**src/cell_pkg.sv**
```systemverilog
// Package of constants and types for the programmable logic cell
// How it works
// Normal mode LUT third input selectable
// LUT ANDed with cascade-in gives cascade-out; here cascade-out is the plain LUT when packReg is set
// Packing lets input d feed register
// Packed register keeps enable, clear, preset
// Local and global outputs independently selectable
// Arithmetic mode: sum and carry tables
// Cascade usable alongside carry in arithmetic
// Up/down counter with enable, direction, load
// Counter loads asynchronously via clear/preset
// Clearable counter ANDs load with not-clear
// Emulated bus: contention low, idle high
// Clear and preset active low, unused high
// Six clear/preset configurations supported
// Chip-wide reset overrides all register controls
// Clear-only: either group line clears
// Preset-only via load of constant one
// First line presets, second line clears
// Load-with-clear: first loads, second clears
// Load-with-preset stores register inverted
// First line asynchronously loads input c
// Input a acts as synchronous clock enable
// Configuration is static during operation
package cell_pkg;
	typedef enum logic [1:0] {
		MODE_NORMAL,
		MODE_ARITH,
		MODE_UPDOWN,
		MODE_CLRCNT
	} op_mode_e;

	typedef enum logic [2:0] {
		CP_CLEAR,
		CP_PRESET,
		CP_CLEAR_PRESET,
		CP_LOAD_CLEAR,
		CP_LOAD_PRESET,
		CP_LOAD_ONLY
	} clrpre_mode_e;

	typedef struct packed {
		op_mode_e     opMode;
		clrpre_mode_e clrPre;
		logic [15:0]  lutMask;
		logic         useCarryIn;
		logic         useCascade;
		logic         packReg;
		logic         localFromReg;
		logic         globalFromReg;
	} cell_cfg_s;

	localparam int       BUS_WIDTH   = 4;
	localparam logic     REG_RESET   = 1'b0;
	localparam logic     CTRL_IDLE   = 1'b1;
	localparam int       MASK_WIDTH  = 16;
	localparam int       LUT3_WIDTH  = 8;
	localparam int       SUM_OFFSET  = 0;
	localparam int       CARRY_OFFSET = 8;
endpackage

```
**src/logic_cell.sv**
```systemverilog
// Top of the programmable logic cell: tables, chains, register
`timescale 1ns/100ps
`default_nettype none
module logic_cell (
	input  wire logic                                ref_clk,
	input  wire logic                                rst_n,
	input  wire cell_pkg::cell_cfg_s                 cfg,
	input  wire logic                                chipResetEn,
	input  wire logic                                cellInputA,
	input  wire logic                                cellInputB,
	input  wire logic                                cellInputC,
	input  wire logic                                cellInputD,
	input  wire logic                                carryIn,
	input  wire logic                                cascadeIn,
	input  wire logic                                groupCtrlFirst_n,
	input  wire logic                                groupCtrlSecond_n,
	input  wire logic [cell_pkg::BUS_WIDTH-1:0]      busEn,
	input  wire logic [cell_pkg::BUS_WIDTH-1:0]      busData,
	output logic                                     localOut,
	output logic                                     globalOut,
	output logic                                     carryOut,
	output logic                                     cascadeOut,
	output logic                                     busOut
);
	logic rstMeta;
	logic rstSync_n;
	logic regQ;
	logic next_regQ;
	logic lutOut;
	logic lutIn3;
	logic regD;
	logic counterNext;
	logic loadMux;
	logic storeInverted;
	logic asyncClr;
	logic asyncSet;
	logic asyncLoad;
	logic cellValue;

	// Reset release through two flops
	always_ff @(posedge ref_clk or negedge rst_n) begin
		if (!rst_n) begin
			rstMeta   <= 1'b0;
			rstSync_n <= 1'b0;
		end else begin
			rstMeta   <= 1'b1;
			rstSync_n <= rstMeta;
		end
	end

	function automatic logic lut4(input logic [15:0] m, input logic [3:0] sel);
		lut4 = m[sel];
	endfunction

	function automatic logic lut3(input logic [7:0] m, input logic [2:0] sel);
		lut3 = m[sel];
	endfunction

	// Table paths for each operating mode
	always_comb begin
		lutIn3 = cfg.useCarryIn ? carryIn : cellInputC;
		lutOut = 1'b0;
		carryOut = 1'b0;
		counterNext = 1'b0;
		loadMux = 1'b0;
		unique case (cfg.opMode)
			cell_pkg::MODE_NORMAL: begin
				lutOut = lut4(cfg.lutMask,
					{cellInputD, lutIn3, cellInputB, cellInputA});
			end
			cell_pkg::MODE_ARITH: begin
				lutOut = lut3(cfg.lutMask[cell_pkg::SUM_OFFSET +: cell_pkg::LUT3_WIDTH],
					{carryIn, cellInputB, cellInputA});
				carryOut = lut3(cfg.lutMask[cell_pkg::CARRY_OFFSET +: cell_pkg::LUT3_WIDTH],
					{carryIn, cellInputB, cellInputA});
			end
			cell_pkg::MODE_UPDOWN: begin
				// Direction on input b, counter enable on carry-in
				counterNext = lut3(cfg.lutMask[cell_pkg::SUM_OFFSET +: cell_pkg::LUT3_WIDTH],
					{carryIn, cellInputB, regQ});
				carryOut = lut3(cfg.lutMask[cell_pkg::CARRY_OFFSET +: cell_pkg::LUT3_WIDTH],
					{carryIn, cellInputB, regQ});
				loadMux = cellInputD ? cellInputC : counterNext;
				lutOut = loadMux;
			end
			cell_pkg::MODE_CLRCNT: begin
				counterNext = lut3(cfg.lutMask[cell_pkg::SUM_OFFSET +: cell_pkg::LUT3_WIDTH],
					{carryIn, cellInputB, regQ});
				carryOut = lut3(cfg.lutMask[cell_pkg::CARRY_OFFSET +: cell_pkg::LUT3_WIDTH],
					{carryIn, cellInputB, regQ});
				loadMux = cellInputD ? cellInputC : counterNext;
				lutOut = loadMux & ~cascadeIn;
			end
		endcase
	end

	// Cascade combine, usable in normal and arithmetic modes of unpacked cells
	assign cascadeOut = (cfg.useCascade && !cfg.packReg)
		? (lutOut & cascadeIn) : lutOut;

	assign cellValue = cfg.useCascade ? cascadeOut : lutOut;

	// Clear/preset decode from group lines, all active low
	assign storeInverted = (cfg.clrPre == cell_pkg::CP_LOAD_PRESET);
	always_comb begin
		asyncClr  = 1'b0;
		asyncSet  = 1'b0;
		asyncLoad = 1'b0;
		unique case (cfg.clrPre)
			cell_pkg::CP_CLEAR: begin
				asyncClr = !groupCtrlFirst_n || !groupCtrlSecond_n;
			end
			cell_pkg::CP_PRESET: begin
				asyncSet = !groupCtrlFirst_n;
			end
			cell_pkg::CP_CLEAR_PRESET: begin
				asyncClr = !groupCtrlSecond_n;
				asyncSet = !groupCtrlFirst_n && groupCtrlSecond_n;
			end
			cell_pkg::CP_LOAD_CLEAR: begin
				asyncClr = !groupCtrlSecond_n;
				asyncLoad = !groupCtrlFirst_n;
			end
			cell_pkg::CP_LOAD_PRESET: begin
				asyncClr = !groupCtrlSecond_n;
				asyncLoad = !groupCtrlFirst_n;
			end
			cell_pkg::CP_LOAD_ONLY: begin
				asyncLoad = !groupCtrlFirst_n;
			end
		endcase
	end

	// Register input: packed cells register input d directly
	always_comb begin
		regD = cfg.packReg ? cellInputD : cellValue;
		next_regQ = regQ;
		if (cellInputA) begin
			next_regQ = storeInverted ? ~regD : regD;
		end
	end

	// Asynchronous load emulated with a priority latch-free flop path
	logic loadVal;
	assign loadVal = storeInverted ? ~cellInputC : cellInputC;
	always_ff @(posedge ref_clk or negedge rst_n) begin
		if (!rst_n) begin
			regQ <= cell_pkg::REG_RESET;
		end else if (chipResetEn && !rstSync_n) begin
			regQ <= cell_pkg::REG_RESET;
		end else if (asyncClr) begin
			regQ <= 1'b0;
		end else if (asyncSet) begin
			regQ <= 1'b1;
		end else if (asyncLoad) begin
			regQ <= loadVal;
		end else begin
			regQ <= next_regQ;
		end
	end

	// Output routing; configuration is held static while clocked
	logic regView;
	assign regView = storeInverted ? ~regQ : regQ;
	always_comb begin
		localOut  = cfg.localFromReg ? regView : cellValue;
		globalOut = cfg.globalFromReg ? regView : cellValue;
	end

	tristate_emul busMux (
		.drvEn   (busEn),
		.drvData (busData),
		.busOut  (busOut)
	);
endmodule
`default_nettype wire

```
**src/tristate_emul.sv**
```systemverilog
// Emulated internal tri-state bus built as a multiplexer
`timescale 1ns/100ps
`default_nettype none
module tristate_emul (
	input  wire logic [cell_pkg::BUS_WIDTH-1:0] drvEn,
	input  wire logic [cell_pkg::BUS_WIDTH-1:0] drvData,
	output logic                                busOut
);
	always_comb begin
		if (drvEn == '0) begin
			busOut = 1'b1;
		end else if ((drvEn & (drvEn - 1'b1)) != '0) begin
			busOut = 1'b0;
		end else begin
			busOut = |(drvEn & drvData);
		end
	end
endmodule
`default_nettype wire

```
**config.mk**
```make
export PLATFORM = sky130hd
export DESIGN_NAME = logic_cell
export DESIGN_NICKNAME = d
export VERILOG_FILES = /design/src/cell_pkg.sv /design/src/logic_cell.sv /design/src/tristate_emul.sv
export SDC_FILE = /design/constraint.sdc
export NUM_CORES = 1
export LEC_CHECK = 0
export BUFFER_PORTS_ARGS = -buffer_cell sky130_fd_sc_hd__buf_2
export CAP_MARGIN = 25
export CORE_MARGIN = 2
export CORE_UTILIZATION = 34
export CTS_BUF_LIST = sky130_fd_sc_hd__clkbuf_8
export CTS_CLUSTER_SIZE = 16
export DETAILED_ROUTE_END_ITERATION = 16
export PLACE_DENSITY_LB_ADDON = 0.25
export SYNTH_ARGS = -nofsm -noshare
export SYNTH_HDL_FRONTEND = slang
export SYNTH_SLANG_ARGS = --single-unit
```
**constraint.sdc**
```tcl
create_clock -name ref_clk -period 4.43 [get_ports ref_clk]
set_input_delay 0.886 -clock ref_clk [delete_from_list [all_inputs] [get_ports ref_clk]]
set_output_delay 0.886 -clock ref_clk [all_outputs]
set_load 0.02 [all_outputs]
```
==> results of run 1 <==
==> worst max path at each step <==
| stage | from | endpoint | cells past startpoint |
|---|---|---|---|
| 5_1_grt | cellInputA | globalOut | 7 |
| 2_1_floorplan | cellInputA | globalOut | 6 |
| 6_report | cellInputA | globalOut | 7 |
| 3_3_place_gp | cellInputA | localOut | 7 |
| 3_5_place_dp | cellInputA | globalOut | 7 |
| 4_1_cts | cellInputA | globalOut | 7 |
==> critical path, stage by stage <==
cell	delay, ns
buf_2	0.22
mux4_1	0.60
mux2i_1	0.20
a22oi_2	0.11
nand4_2	0.11
o21ai_0	0.08
buf_2	0.16
==> cell families (layout without fill, tap and decap cells) <==
| group | after synthesis | count (layout) | share of synthesized area |
|---|---|---|---|
| AOI/OAI and AO/OA | 24 | 24 | 0.202 |
| xor gates and xnor gates | 1 | 1 | 0.0111 |
| buffers and inverters | 9 | 57 | 0.0679 |
| DFF | 3 | 3 | 0.0948 |
| muxes | 19 | 19 | 0.381 |
| other | 1 | 1 | 0.00473 |
| and+or+nand+nor | 35 | 35 | 0.239 |
==> sequential cells by signal, summed over array words and instances, names as in the netlist <==
signal	cells
regQ	1
rstSync_n	1
rstMeta	1
==> placed cells by master, fill, tap and decap left out, types with 2 or more instances in the layout <==
master	instances
nor2_1	9
clkbuf_8	3
dfrtp_1	3
nor4b_1	2
nand2b_1	2
mux2i_1	8
nand2_1	8
o21ai_0	8
nor2b_1	4
nand3b_1	3
a21oi_1	6
mux4_2	5
mux4_1	2
inv_1	5
nor3_1	3
buf_2	49
mux2_2	3
a22oi_1	2
==> layer usage <==
metal	vias up	share of wire	global-route usage
met5	-	0	0
met3	4	0.080	0.0143
met1	416	0.41	0.183
met4	0	0.012	0.0684
met2	32	0.49	0.297
li1	449	-	-
==> through the flow <==
| step | util | cells | power [mW] | setup slack, ns |
|---|---|---|---|---|
| final | 0.488 | 168 | 0.217 | 1.18 |
| after floorplan | - | 92 | 0.103 | 1.37 |
| after CTS | 0.488 | 168 | 0.221 | 1.16 |
| after detailed placement | 0.467 | 164 | 0.142 | 1.16 |
| after global routing | 0.488 | 168 | 0.236 | 1.01 |
| after global placement | 0.467 | 164 | 0.139 | 1.18 |
==> report_power, final <==
part           total (mW)  switching (mW)  leakage, nW  internal, mW
Sequential         0.0342         0.00440       0.0360        0.0298
Clock              0.0765          0.0176       0.0269        0.0589
Combinational       0.106          0.0512        0.457        0.0549
Total               0.217          0.0731        0.520         0.144
==> cell type report <==
class                           count  area (µm²)  area share
Clock buffer                        3        41.3      0.0383
Clock inverter                      1        3.75     0.00348
Inverter                            4        15.0      0.0139
Multi-Input combinational cell     80         663       0.615
Sequential cell                     3        75.1      0.0696
Tap cell                           28        35.0      0.0325
Timing Repair Buffer               49         245       0.227
==> out/qor.csv, run 1 <==
stage;metric;value;unit
status;status;complete, no violations;
synth;synthFlopType;dfrtp_1;
clock_network;ctsResizeCount;0;
worst_hold_path;whs_path_depth;0;
route;drc;0;
critical_path;rr_worst_depth;6;
floorplan;core;0.00221;mm²
route;drt-pass1-iter-count;3;
critical_path;rr_startpoint;regQ$_DFFE_PN0P_;
sta;tns;0;ns
sta;finalHoldViolations;0;
route;wirelength;2020;µm
cells_and_area;stdcell_area;0.00108;mm²
synth;ys_seq_area_frac;0.0948;
worst_hold_path;hold_path.class;register to register;
route;dr.first_iter.drc_count;3;
sta;worst_slew_pin_slew;0.510;ns
sta;finalSetupViolations;0;
critical_path;crit_required;3.54;ns
pwr;ir_worst_vdd;0.233;mV
synth;synth-edff-count;0;
pwr;pwr_density_cell;201;mW/mm²
sta;min_period;3.25;ns
cells_and_area;final_nets;186;
placement;dpl.hpwl;1710;µm
placement;port_buffers;49;
route;detail_route.wl_per_cell;12.0;µm
clock_network;cts_tree;built;
clock_network;post_cts_buffers;0;
sta;slew_headroom;0.651;
clock_network;cts-root-buf;clkbuf_8;
critical_path;crit_type;input pin to output pin;
sta;whs;0.345;ns
clock_network;clkTransAtPathRegs;0.03;ns
global_routing;antenna_found_initial;0;
clock_network;clock_latency;0.21;ns
clock_network;cts_buffer_depth;2;
synth;ys.warnings.count;0;
job;maxCapViolCount;0;
route;dr_total_vias;901;
global_routing;grt_util_all_layers;0.159;
sta;max_freq;308;MHz
critical_path;worst-path-max-fanout;12;
route;via_per_inst;5.36;
critical_path;arrival;2.37;ns
floorplan;ios;50;
synth;synth_cell_types;35;
cells_and_area;synthToLayoutAreaGrowth;36.2;%
clock_network;h-tree-depth;1;
synth;synth.top_cell.area_share;0.142;
worst_hold_path;min_to;rstSync_n$_DFF_PN0_;
synth;yosys.area.top_type;mux4_2;
synth;syn_nets;137;
floorplan;start_util;0.358;
synth;synth_commonest_cells;nor2_1, mux2i_1, nand2_1, o21ai_0, a21oi_1;
floorplan;fp.dieW;52.3;µm
cells_and_area;n_fill_cell;228;
floorplan;die_area;0.00273;mm²
clock_network;clock_sinks;3;
placement;place_congestion;0.751;
sta;skew;0.0000378;ns
global_routing;grt_pass1_wl;3280;µm
synth;synth_area;792;µm²
floorplan;die_y;52.3;µm
synth;syn_inst;92;
placement;placed_cell_area;0.00103;mm²
cells_and_area;layout-drive-gt1-share;0.457;
global_routing;grt_max_degree;14;
pwr;leakagePower;0.520;nW
synth;yosysMostFrequentCell;nor2_1;
critical_path;cp-start-kind;input pin;
synth;synthTopCellsByArea;mux4_2, mux2i_1, dfrtp_1, mux4_1, o21ai_0;
synth;async_flop_share;1.00;
critical_path;rr_endpoint;regQ$_DFFE_PN0P_;
worst_hold_path;min_from;rstMeta$_DFF_PN0_;
floorplan;rows;17;
global_routing;grt_overflow;0;
clock_network;ctsHoldBuffers;0;
cells_and_area;diodes;0;
critical_path;cp-end-kind;output pin;
sta;grt_setup_unrepaired;no;
sta;finalCritPeriodShare;0.734;
global_routing;grt_pass1_vias;827;
synth;syn_area_per_cell;8.61;µm²
clock_network;cts_buffers;3;
critical_path;r2r_setup_slack;2.59;ns
synth;synth_seq_cells;3;
sta;drv_slew;0;
route;postRouteAntennaNets;0;
(Power assumes the default switching activity.)
==> run 2, diff against run 1 <==
==> constraint.sdc (replaced) <==
create_clock -name ref_clk -period 2.8 [get_ports ref_clk]
set_input_delay 0.56 -clock ref_clk [delete_from_list [all_inputs] [get_ports ref_clk]]
set_output_delay 0.56 -clock ref_clk [all_outputs]
set_load 0.02 [all_outputs]
==> out/qor.csv, run 2 (same netlist as run 1, synthesis figures left out) <==
stage;metric;value;unit;change
sta;slew_headroom;0.651;;about the same
route;drc;0;;unchanged
placement;place_congestion;0.751;;unchanged
critical_path;slowest_delay;0.60;ns;about the same
status;status;complete, no violations;;
global_routing;busiest_layer;met2;;
cells_and_area;synthToLayoutAreaGrowth;36.2;%;unchanged
global_routing;met2_usage;0.287;;-0.0105
critical_path;rr_worst_depth;6;;unchanged
global_routing;antenna_found_initial;0;;unchanged
critical_path;rr_startpoint;regQ$_DFFE_PN0P_;;
global_routing;grt_pass1_vias;816;;-1.3%
floorplan;rows;17;;unchanged
clock_network;h-tree-depth;1;;unchanged
critical_path;cp-end-kind;output pin;;
global_routing;grt_pass1_wl;3210;µm;-2.3%
route;dr_total_vias;900;;-0.11%
worst_hold_path;hold_path.class;input pin to asynchronous set/reset pin;;
sta;finalSetupViolations;0;;unchanged
critical_path;critPathSlowestCell;mux4_1;;
floorplan;die_area;0.00273;mm²;unchanged
pwr;p_int;227;µW;+58%
clock_network;ctsHoldBuffers;0;;unchanged
pwr;leakagePower;0.520;nW;unchanged
sta;grt_setup_unrepaired;no;;
pwr;combPwrFrac;0.491;;+0.002
floorplan;die_y;52.3;µm;unchanged
cells_and_area;reg_top3;regQ: 1 flops, rstMeta: 1 flops, rstSync_n: 1 flops;;
critical_path;crit_required;2.24;ns;-1.30 ns
sta;min_period;2.60;ns;
global_routing;grt_util_all_layers;0.154;;-0.00540
clock_network;ctsResizeCount;0;;unchanged
critical_path;worst-path-max-fanout;12;;unchanged
clock_network;clock_latency;0.21;ns;about the same
pwr;netSwitchingFraction;0.336;;-0.00176
critical_path;crit_type;input pin to output pin;;
critical_path;cpMostUsedCell;buf_2;;
sta;finalHoldViolations;0;;unchanged
sta;drv_slew;0;;unchanged
clock_network;cts-root-buf;clkbuf_8;;
placement;port_buffers;49;;unchanged
floorplan;core;0.00221;mm²;unchanged
sta;worst_slew_pin_slew;0.510;ns;-0.000222 ns
clock_network;cts_buffers;3;;unchanged
sta;whs;0.135;ns;-0.210 ns
placement;dpl.hpwl;1710;µm;-0.18%
pwr;power_frac_seq;0.159;;about the same
floorplan;fp.dieW;52.3;µm;unchanged
global_routing;grt_overflow;0;;unchanged
pwr;ir_worst_vdd;0.358;mV;+54%
cells_and_area;diodes;0;;unchanged
floorplan;start_util;0.358;;unchanged
pwr;switching_power;115;µW;+57%
critical_path;crit_path_start;cellInputA;;
sta;finalCritPeriodShare;0.928;;
cells_and_area;final_common_cell;buf_2;;
clock_network;cts_buffer_depth;2;;unchanged
placement;placed_cells;164;;unchanged
clock_network;cts_tree;built;;
route;drt-pass1-iter-count;3;;unchanged
clock_network;clkTransAtPathRegs;0.03;ns;about the same
pwr;clock_power_share;0.350;;-0.003
pwr;pwr_density_cell;317;mW/mm²;+58%
cells_and_area;fin_cells;168;;unchanged
global_routing;grt_max_degree;14;;unchanged
route;postRouteAntennaNets;0;;unchanged
critical_path;arrival;2.04;ns;-0.33 ns
sta;skew;0.00106;ns;+0.00102 ns
route;via_per_inst;5.36;;-0.11%
sta;tns;0;ns;unchanged
job;maxCapViolCount;0;;unchanged
global_routing;grt_use_met1;0.181;;-0.00176
route;detail_route.wl_per_cell;12.0;µm;-0.15%
cells_and_area;final_nets;186;;unchanged
critical_path;r2r_setup_slack;0.95;ns;-1.64 ns
floorplan;ios;50;;unchanged
clock_network;clock_sinks;3;;unchanged
sta;max_freq;385;MHz;
route;dr.first_iter.drc_count;1;;-2
cells_and_area;layout-drive-gt1-share;0.457;;unchanged
critical_path;cp-start-kind;input pin;;
critical_path;cp_cell_sequence;buf_2 -> mux4_1 -> mux2i_1 -> a22oi_2 -> nand4_2 -> o21ai_0 -> buf_2;;
cells_and_area;layout_common_cells;buf_2, nor2_1, mux2i_1, nand2_1, o21ai_0;;
critical_path;rr_endpoint;regQ$_DFFE_PN0P_;;
route;wirelength;2020;µm;-0.15%
global_routing;grtUsageMet3;0.0143;;unchanged
clock_network;post_cts_buffers;0;;unchanged
-- run 2: cell type report --
cell class | instances | area, µm²
Multi-Input combinational cell | 80 | 663
Clock inverter | 1 | 3.75
Tap cell | 28 | 35.0
Inverter | 4 | 15.0
Clock buffer | 3 | 41.3
Timing Repair Buffer | 49 | 245
Fill cell | 230 | 1130
Sequential cell | 3 | 75.1
-- run 2: worst max-delay path by stage --
stage / endpoint / slack, ns / depth (start not counted)
4_1_cts: globalOut / 0.18 / 7
3_5_place_dp: globalOut / 0.18 / 7
5_1_grt: globalOut / 0.04 / 7
2_1_floorplan: globalOut / 0.39 / 6
6_report: globalOut / 0.20 / 7
3_3_place_gp: localOut / 0.20 / 7
-- run 2: power groups by stage --
stage | registers [mW] | logic, mW | clock network [mW]
2_1_floorplan | 0.0482 | 0.115 | 0
4_1_cts | 0.0543 | 0.169 | 0.124
6_report | 0.0543 | 0.168 | 0.120
5_1_grt | 0.0551 | 0.186 | 0.129
3_5_place_dp | 0.0548 | 0.169 | 0
3_3_place_gp | 0.0548 | 0.166 | 0
-- run 2: per-stage QoR --
stage | total power, mW | area, µm² | util | worst slack, ns
finish | 0.342 | 1080 | 0.488 | 0.202
global route | 0.370 | 1080 | 0.488 | 0.0368
CTS | 0.348 | 1080 | 0.488 | 0.178
detailed placement | 0.224 | 1030 | 0.467 | 0.177
global placement | 0.220 | 1030 | 0.467 | 0.198
floorplan | 0.163 | 792 | - | 0.392
-- run 2: layer usage --
metal	vias to the layer above	part of all wire
met3	2	0.070
met4	0	0.0040
met5	-	0
li1	449	-
met1	423	0.43
met2	26	0.49
-- run 2: worst max-delay path, delay by kind of cell --
kind | cells | cell delay (ns)
simple gates | 1 | 0.11
compound gates | 2 | 0.19
buf+inv | 2 | 0.38
mux | 2 | 0.80
